--- config.mk ---
export PLATFORM = sky130hd
export DESIGN_NAME = adc_decode
export DESIGN_NICKNAME = d
export VERILOG_FILES = /design/src/adc_pkg.sv /design/src/adc_decode.sv /design/src/adc_alu.sv
export SDC_FILE = /design/constraint.sdc
export NUM_CORES = 1
export LEC_CHECK = 0
export ABC_AREA = 0
export CAP_MARGIN = 40
export CELL_PAD_IN_SITES_DETAIL_PLACEMENT = 1
export CELL_PAD_IN_SITES_GLOBAL_PLACEMENT = 2
export CORE_UTILIZATION = 30
export DETAILED_ROUTE_END_ITERATION = 8
export DONT_BUFFER_PORTS = 1
export PLACE_DENSITY_LB_ADDON = 0.1
export SLEW_MARGIN = 20
export SYNTH_ARGS = -nofsm -noshare
export SYNTH_HDL_FRONTEND = slang
export SYNTH_HIERARCHICAL = 1
export SYNTH_SLANG_ARGS = --single-unit
--- constraint.sdc ---
create_clock -name CLK -period 5.9 [get_ports CLK]
set_input_delay 0.59 -clock CLK [delete_from_list [all_inputs] [get_ports CLK]]
set_output_delay 0.59 -clock CLK [all_outputs]
set_load 0.005 [all_outputs]
--- src/adc_pkg.sv ---
package adc_pkg;

    // =========================================================
    // opcodes of the add-with-carry family
    localparam logic [7:0] OP_RR = 8'h12;
    localparam logic [7:0] OP_RIR = 8'h13;
    localparam logic [7:0] OP_GG = 8'h14;
    localparam logic [7:0] OP_GIG = 8'h15;
    localparam logic [7:0] OP_GIM = 8'h16;
    localparam logic [7:0] OP_IGIM = 8'h17;
    localparam logic [7:0] OP_XX = 8'h18;
    localparam logic [7:0] OP_XIM = 8'h19;

    // =========================================================
    // cycle counts
    localparam logic [2:0] FETCH_SHORT = 3'h2;
    localparam logic [2:0] FETCH_LONG = 3'h3;
    localparam logic [2:0] FETCH_EXT = 3'h4;
    localparam logic [2:0] EXEC_DIRECT = 3'h3;
    localparam logic [2:0] EXEC_INDIRECT = 3'h4;

    // =========================================================
    // flag bit positions in the flags byte
    localparam int FLAG_C = 7;
    localparam int FLAG_Z = 6;
    localparam int FLAG_S = 5;
    localparam int FLAG_V = 4;
    localparam int FLAG_D = 3;
    localparam int FLAG_H = 2;
    localparam logic [7:0] FLAGS_RESET = 8'h00;

    // operand addressing of one side of the instruction
    typedef enum logic [1:0] {
        ADC_MODE_DIRECT,
        ADC_MODE_INDIRECT,
        ADC_MODE_IMMEDIATE,
        ADC_MODE_EXTENDED
    } adc_mode_type;

    // decoded view of one opcode
    typedef struct packed {
        logic valid;
        adc_mode_type dst_mode;
        adc_mode_type src_mode;
        logic [2:0] fetch_cycles;
        logic [2:0] exec_cycles;
    } adc_decode_type;

    // result of one execution
    typedef struct packed {
        logic [7:0] sum;
        logic [7:0] flags;
    } adc_result_type;

endpackage

--- src/adc_decode.sv ---
`timescale 1ns/1ps

// Functional notes
// RQ1 - result written to destination is destination plus source plus carry flag
// RQ2 - opcodes 12h to 17h decode to the six plain operand forms
// RQ3 - flags c z s v h follow the result; decimal-adjust flag always cleared
// RQ4 - plain forms fetch 2 or 3 cycles, execute 3, or 4 if indirect
// RQ5 - opcodes 18h and 19h are extended forms, 4 fetch and 3 execute cycles
module adc_decode (
    input wire logic CLK,
    input wire logic RESET,
    input wire logic [7:0] OPCODE,
    input wire logic OPCODE_VALID,
    input wire logic [7:0] DST_DATA,
    input wire logic [7:0] SRC_DATA,
    input wire logic [7:0] FLAGS_IN,
    output logic BUSY,
    output logic [2:0] FETCH_CYCLES,
    output logic [2:0] EXEC_CYCLES,
    output logic [1:0] DST_MODE,
    output logic [1:0] SRC_MODE,
    output logic ILLEGAL,
    output logic WB_VALID,
    output logic [7:0] WB_DATA,
    output logic FLAGS_WE,
    output logic [7:0] FLAGS_OUT
);
    typedef enum logic [1:0] {
        ST_IDLE,
        ST_FETCH,
        ST_EXEC
    } adc_state_type;

    adc_state_type state_r, state_nxt;
    adc_pkg::adc_decode_type dec, dec_r;
    adc_pkg::adc_result_type res;
    logic [2:0] cnt_r;
    logic [2:0] cnt_nxt;
    wire logic take;
    wire logic last;

    // =========================================================
    // opcode decode
    always_comb begin
        dec = '0;
        dec.valid = 1'b1;
        case (OPCODE)
            adc_pkg::OP_RR: begin // RQ2
                dec.fetch_cycles = adc_pkg::FETCH_SHORT; // RQ4
                dec.exec_cycles = adc_pkg::EXEC_DIRECT;
            end
            adc_pkg::OP_RIR: begin
                dec.src_mode = adc_pkg::ADC_MODE_INDIRECT;
                dec.fetch_cycles = adc_pkg::FETCH_SHORT;
                dec.exec_cycles = adc_pkg::EXEC_INDIRECT;
            end
            adc_pkg::OP_GG: begin
                dec.fetch_cycles = adc_pkg::FETCH_LONG;
                dec.exec_cycles = adc_pkg::EXEC_DIRECT;
            end
            adc_pkg::OP_GIG: begin
                dec.src_mode = adc_pkg::ADC_MODE_INDIRECT;
                dec.fetch_cycles = adc_pkg::FETCH_LONG;
                dec.exec_cycles = adc_pkg::EXEC_INDIRECT;
            end
            adc_pkg::OP_GIM: begin
                dec.src_mode = adc_pkg::ADC_MODE_IMMEDIATE;
                dec.fetch_cycles = adc_pkg::FETCH_LONG;
                dec.exec_cycles = adc_pkg::EXEC_DIRECT;
            end
            adc_pkg::OP_IGIM: begin
                dec.dst_mode = adc_pkg::ADC_MODE_INDIRECT;
                dec.src_mode = adc_pkg::ADC_MODE_IMMEDIATE;
                dec.fetch_cycles = adc_pkg::FETCH_LONG;
                dec.exec_cycles = adc_pkg::EXEC_INDIRECT;
            end
            adc_pkg::OP_XX: begin // RQ5
                dec.dst_mode = adc_pkg::ADC_MODE_EXTENDED;
                dec.src_mode = adc_pkg::ADC_MODE_EXTENDED;
                dec.fetch_cycles = adc_pkg::FETCH_EXT;
                dec.exec_cycles = adc_pkg::EXEC_DIRECT;
            end
            adc_pkg::OP_XIM: begin // RQ5
                dec.dst_mode = adc_pkg::ADC_MODE_EXTENDED;
                dec.src_mode = adc_pkg::ADC_MODE_IMMEDIATE;
                dec.fetch_cycles = adc_pkg::FETCH_EXT;
                dec.exec_cycles = adc_pkg::EXEC_DIRECT;
            end
            default: begin
                dec.valid = 1'b0;
            end
        endcase
    end

    adc_alu adc_alu_inst (
        .dst(DST_DATA),
        .src(SRC_DATA),
        .flags_in(FLAGS_IN),
        .res(res)
    );

    // =========================================================
    // sequencing
    assign take = (state_r == ST_IDLE) && OPCODE_VALID && dec.valid;
    assign last = (cnt_r == 3'h1);

    always_comb begin
        state_nxt = state_r;
        cnt_nxt = cnt_r;
        case (state_r)
            ST_IDLE: begin
                if (take) begin
                    state_nxt = ST_FETCH;
                    cnt_nxt = dec.fetch_cycles;
                end
            end
            ST_FETCH: begin
                cnt_nxt = cnt_r - 3'h1;
                if (last) begin
                    state_nxt = ST_EXEC;
                    cnt_nxt = dec_r.exec_cycles; // RQ4
                end
            end
            ST_EXEC: begin
                cnt_nxt = cnt_r - 3'h1;
                if (last) begin
                    state_nxt = ST_IDLE;
                end
            end
            default: begin
                state_nxt = ST_IDLE;
            end
        endcase
    end

    // state, counter and latched decode
    always_ff @(posedge CLK) begin
        if (RESET) begin
            state_r <= ST_IDLE;
            cnt_r <= 3'h0;
            dec_r <= '0;
        end else begin
            state_r <= state_nxt;
            cnt_r <= cnt_nxt;
            if (take) begin
                dec_r <= dec;
            end
        end
    end

    // registered outputs
    always_ff @(posedge CLK) begin
        if (RESET) begin
            BUSY <= 1'b0;
            FETCH_CYCLES <= 3'h0;
            EXEC_CYCLES <= 3'h0;
            DST_MODE <= 2'h0;
            SRC_MODE <= 2'h0;
            ILLEGAL <= 1'b0;
            WB_VALID <= 1'b0;
            WB_DATA <= 8'h00;
            FLAGS_WE <= 1'b0;
            FLAGS_OUT <= adc_pkg::FLAGS_RESET;
        end else begin
            BUSY <= (state_nxt != ST_IDLE);
            ILLEGAL <= (state_r == ST_IDLE) && OPCODE_VALID && !dec.valid;
            if (take) begin
                FETCH_CYCLES <= dec.fetch_cycles;
                EXEC_CYCLES <= dec.exec_cycles;
                DST_MODE <= dec.dst_mode;
                SRC_MODE <= dec.src_mode;
            end
            WB_VALID <= (state_r == ST_EXEC) && last;
            FLAGS_WE <= (state_r == ST_EXEC) && last;
            if ((state_r == ST_EXEC) && last) begin
                WB_DATA <= res.sum; // RQ1
                FLAGS_OUT <= res.flags; // RQ3
            end
        end
    end
endmodule // adc_decode

--- src/adc_alu.sv ---
`timescale 1ns/1ps

// =========================================================
// add-with-carry datapath and flag generation
module adc_alu (
    input wire logic [7:0] dst,
    input wire logic [7:0] src,
    input wire logic [7:0] flags_in,
    output adc_pkg::adc_result_type res
);
    wire logic [8:0] full_sum;
    wire logic [4:0] low_sum;
    wire logic [7:0] sum;
    wire logic ovf;

    // sum of destination, source and carry in
    assign full_sum = {1'b0, dst} + {1'b0, src} + {8'h00, flags_in[adc_pkg::FLAG_C]}; // RQ1
    assign low_sum = {1'b0, dst[3:0]} + {1'b0, src[3:0]} + {4'h0, flags_in[adc_pkg::FLAG_C]};
    assign sum = full_sum[7:0];
    assign ovf = (dst[7] == src[7]) && (sum[7] != dst[7]);

    // flag byte: c z s v from result, d cleared, h from low nibble
    assign res.sum = sum;
    assign res.flags = {full_sum[8], (sum == 8'h00), sum[7], ovf, 1'b0, // RQ3
        low_sum[4], flags_in[1:0]};
endmodule // adc_alu

# Word-level counts from Yosys, hierarchy flattened
# Index checks and enable logic that the tools add are counted.
# Widths: inputs -> output; s select.
dict set report totals {
  register_bits 33
  latch_bits 0
  ram_bits 0
  mem_bits_ro 0
  in_bits 35
  output_inout_bits 30
  elab_cells 58
  n_memories 0
}
dict set report op_classes {
  n_addsub 5
  n_mul 0
  n_div 0
  magnitude_cmp 0
  n_eq_ne 14
  shift 0
  mux 11
  n_bitwise 0
  reduce_logical 17
}
# cell n
set ops {}
lappend ops {{$eq 8x5->1 const B} 8}
lappend ops {{$pmux 6 s5} 1}
lappend ops {{$pmux 2 s3} 2}
lappend ops {{$add 8x8->9} 1}
lappend ops {{$add 9x1->9} 1}
lappend ops {{$pmux 3 s3} 1}
lappend ops {{$logic_not 8->1} 1}
lappend ops {{$reduce_or 2->1} 4}
lappend ops {{$reduce_or 8->1} 1}
lappend ops {{$mux 2} 3}
lappend ops {{$mux 3} 2}
lappend ops {{$add 4x4->5} 1}
lappend ops {{$add 5x1->5} 1}
lappend ops {{$logic_and 1x1->1} 5}
lappend ops {{$pmux 2 s2} 1}
lappend ops {{$eq 3x1->1 const B} 1}
lappend ops {{$reduce_bool 3->1} 1}
lappend ops {{$reduce_or 3->1} 1}
lappend ops {{$sub 3x1->3 const B} 1}
lappend ops {{$eq 2x1->1 const B} 1}
lappend ops {{$eq 2x2->1 const B} 1}
lappend ops {{$logic_not 2->1} 1}
lappend ops {{$ne 2x2->1 const B} 1}
lappend ops {{$reduce_and 2->1} 1}
lappend ops {{other kinds (5)} 5}

# Longest topological paths before layout
dict set report depth {
  ltp_word 7
  ltp_mapped 11
  depth_no_buf 11
}

# Hierarchy
# The synthesis kept the hierarchy.
# mod n_inst cells_per_inst area_per_inst_um2 seq_area_each_um2
set modules_own_cells {}
lappend modules_own_cells {adc_decode 1 200 1601.5 660.6}
lappend modules_own_cells {adc_alu 1 71 526.8 0.0}

# Worst setup path before layout
# Ideal clock, no wire load.
dict set report synth_timing {
  kind {input to register}
  start {input port SRC_DATA[0]}
  end {register FLAGS_OUT[6]}
  setup_ns 0.070
  arrival_ns 2.471
  t_required_ns 5.830
  path_slack_ns 3.359
  path_stages 11
  n_path_buf 0
  path_cell_list {inv_1 -> fa_1 -> inv_1 -> fa_1 -> a21o_1 -> a21oi_2 -> xnor2_1 -> or4b_1 -> nor4_2 -> nand2_1 -> a21oi_1}
}
# item line
set synth_lines {}
lappend synth_lines {{start: declaration} adc_decode.sv:15} ;# input wire logic [7:0] SRC_DATA,
lappend synth_lines {{end signal: assignment} adc_decode.sv:163} ;# FLAGS_OUT <= adc_pkg::FLAGS_RESET;
lappend synth_lines {{end signal: assignment} adc_decode.sv:177} ;# FLAGS_OUT <= res.flags;
lappend synth_lines {{end: declaration} adc_decode.sv:26} ;# output logic [7:0] FLAGS_OUT

==> results.json <==
{
  "ys_seq_elements": 33,
  "ys_warn_count": 6,
  "clk_pin_slew_ns": 0.08,
  "vias": 1830,
  "clock-sinks": 33,
  "pin_count": 65,
  "internal_power_uw": 335,
  "slowest_stage": "or4b_1",
  "row_count": 30,
  "rsz0062_at_grt": "false",
  "worst_pin_slew_ns": 0.699,
  "max_freq_mhz": 407,
  "synthDistinctLibCells": 55,
  "min_period_over_period": 0.416,
  "netlist_area_um2": 2130,
  "power_density_nw_per_um2": 210,
  "nFillCells": 866,
  "hp-class": "input port to flip-flop",
  "post_dp_cell_area_um2": 2140,
  "synthCells": 271,
  "clockBufferDepth": 2,
  "first_pass_iters": 4,
  "maxCapViolCount": 0,
  "worstSetupPathType": "input port to flip-flop",
  "p_leak_nw": 0.783,
  "wirelength_mm": 5.53,
  "antenna_found_initial": 0,
  "fin_cells": 356,
  "arrival_ns": 2.67,
  "wl_met3_um": 323,
  "path_max_fanout": 2,
  "die_x_um": 86.2,
  "fin_hold_ws_ns": 0.357,
  "htree_levels": 2,
  "via_per_inst": 5.14,
  "postRouteAntennaNets": 0,
  "die_h_um": 86.2,
  "required_ns": 6.12,
  "wire_per_inst_um": 15.5,
  "top_layer": "met4",
  "synthTopCellsByCount": "nand2_1 (45), dfxtp_1 (33), a21oi_1 (28), inv_1 (16)",
  "cts_resized": 0,
  "regArea_um2": 661,
  "drive_gt1_frac": 0.0846,
  "cts_setup_buffers": 0,
  "setup_viol": 0,
  "cpPeakStageDelay_ns": 0.50,
  "drc_errors": 0,
  "port_buffers": 0,
  "insertedDiodeCount": 0,
  "synth_top_area_cell": "dfxtp_1",
  "drtIter0Drc": 56,
  "wl_met2_mm": 2.32,
  "start_util": 0.312,
  "grt_pass1_vias": 1839,
  "dieArea_um2": 7430,
  "final.setup.tns_ns": 0,
  "p_clk_frac": 0.365,
  "combPwrFrac": 0.152,
  "skew_ns": 0.00606,
  "nets": 310,
  "relSlewSlack": 0.530,
  "cts_tree": "built",
  "synth_top_area_share": 0.310,
  "syn_area_per_cell_um2": 7.85,
  "met1_length_mm": 2.84,
  "period_minus_slack_ns": 2.46,
  "synth_seq_area_share": 0.310,
  "path_cells": "inv_1 -> fa_1 -> inv_1 -> fa_1 -> a21o_1 -> a21oi_2 -> xnor2_1 -> or4b_1 -> nor4_2 -> nand2_1 -> a21oi_1",
  "cts-root-buf": "clkbuf_8",
  "async_reset_ff_frac": 0,
  "synth_most_common_cell": "nand2_1",
  "core_um2": 6830,
  "cp-start-kind": "input port",
  "sequentialPowerShare": 0.483,
  "insertion_delay_ns": 0.29,
  "p_sw_uw": 133,
  "ir_worst_vdd_mv": 0.103,
  "area_growth_pct": 4.53,
  "syn-num-nets": 322,
  "track_usage": 0.159,
  "multiInputGateArea_um2": 1300,
  "dp_hpwl_mm": 4.18,
  "final_area_um2": 2220,
  "cts_hold_buf": 0,
  "grt_max_degree": 29,
  "hold_viol": 0,
  "place_congestion": 0.746,
  "p_sw_frac": 0.285,
  "synth.area.top_cells": "dfxtp_1 (31%), ha_1 (8.2%), nand2_1 (7.9%)",
  "grt_pass1_wl_mm": 9.16,
  "ys.flop_type": "dfxtp_1",
  "place_inst": 348,
  "overflow": 0,
  "status": "finished, final reports clean",
  "synth_edf_count": 0,
  "cp-end-kind": "flip-flop",
  "final_max_slew_viol_count": 0,
  "cts_buffers": 5
}
[worst max-delay path, delay by kind of cell]
family                     cells  cell delay, ns
and+or+nand+nor                3            0.75
AOI/OAI and AO/OA              3            0.54
xor gates and xnor gates       1            0.10
adders and majority gates      2            0.58
buffers and inverters          2            0.11
[area by class of cell]
class / count / share of cell area
inverter: 16 / 0.0270
tap: 96 / 0.0540
clock buffer: 5 / 0.0309
multi-input combinational: 203 / 0.583
sequential: 33 / 0.297
clock inverter: 3 / 0.00787
[routing by layer]
metal  up-vias  global-route usage
met2        44               0.244
met5         -                   0
met3         4              0.0448
li1        913                   -
met4         0              0.0409
met1       869               0.218
[final timing paths]
| path | start | to | slack (ns) | cells past startpoint |
|---|---|---|---|---|
| setup reg to reg | state_r[0] | DST_MODE[0] | 3.89 | 6 |
| hold reg to reg | FLAGS_OUT[4] | FLAGS_OUT[4] | 0.47 | 2 |
| hold / removal | RESET | DST_MODE[0] | 0.36 | 1 |
| setup / recovery | SRC_DATA[0] | FLAGS_OUT[6] | 3.44 | 11 |
[stage by stage]
step            util  total power, mW  setup slack [ns]
2_1_floorplan      -            0.298              3.36
3_3_place_gp   0.313            0.303              3.18
3_5_place_dp   0.313            0.303              3.15
4_1_cts        0.326            0.478              3.44
5_1_grt        0.326            0.497              3.25
6_report       0.326            0.468              3.44
[power by group through the flow]
stage / sequential (mW) / combinational [mW] / clock [mW]
after floorplan: 0.230 / 0.0671 / 0
after global placement: 0.231 / 0.0715 / 0
after detailed placement: 0.231 / 0.0716 / 0
after CTS: 0.226 / 0.0721 / 0.180
after global routing: 0.226 / 0.0814 / 0.190
final: 0.226 / 0.0712 / 0.171
[kinds of logic after synthesis]
kind of cell             count (synthesis)  synth area share
flip-flops                              33             0.310
AO/OA/AOI/OAI                           73             0.223
multiplexers                             4            0.0194
adder cells (fa/ha/maj)                 16             0.101
buffers and inverters                   35            0.0800
XOR/XNOR                                 2           0.00823
AND/OR/NAND/NOR                        107             0.256
other                                    1           0.00176
[placed cells by master (no fill, tap or decap), types with 2 or more instances in the layout]
| cell | n |
|---|---|
| a211oi_1 | 5 |
| a21o_1 | 4 |
| a21oi_1 | 28 |
| a21oi_2 | 3 |
| a221oi_1 | 2 |
| a22oi_1 | 2 |
| a31oi_1 | 3 |
| clkbuf_8 | 5 |
| clkinv_2 | 2 |
| dfxtp_1 | 33 |
| fa_1 | 2 |
| ha_1 | 14 |
| inv_1 | 16 |
| mux2i_1 | 3 |
| nand2_1 | 45 |
| nand2b_1 | 9 |
| nor2_1 | 14 |
| nor2b_1 | 5 |
| nor3_1 | 12 |
| nor3b_1 | 2 |
| nor4_1 | 2 |
| o21a_1 | 2 |
| o21ai_0 | 11 |
| o21bai_1 | 2 |
| o32ai_1 | 2 |
| or2_2 | 2 |
| or3b_2 | 2 |
| or4b_1 | 2 |
[state kept, by name, indices dropped and copies added, names as in the netlist]
register      flops
BUSY              1
cnt_r             3
FLAGS_WE          1
FETCH_CYCLES      3
ILLEGAL           1
FLAGS_OUT         8
SRC_MODE          2
DST_MODE          2
EXEC_CYCLES       2
state_r           2
WB_DATA           8
No activity file was read; power rests on OpenSTA's default activity.
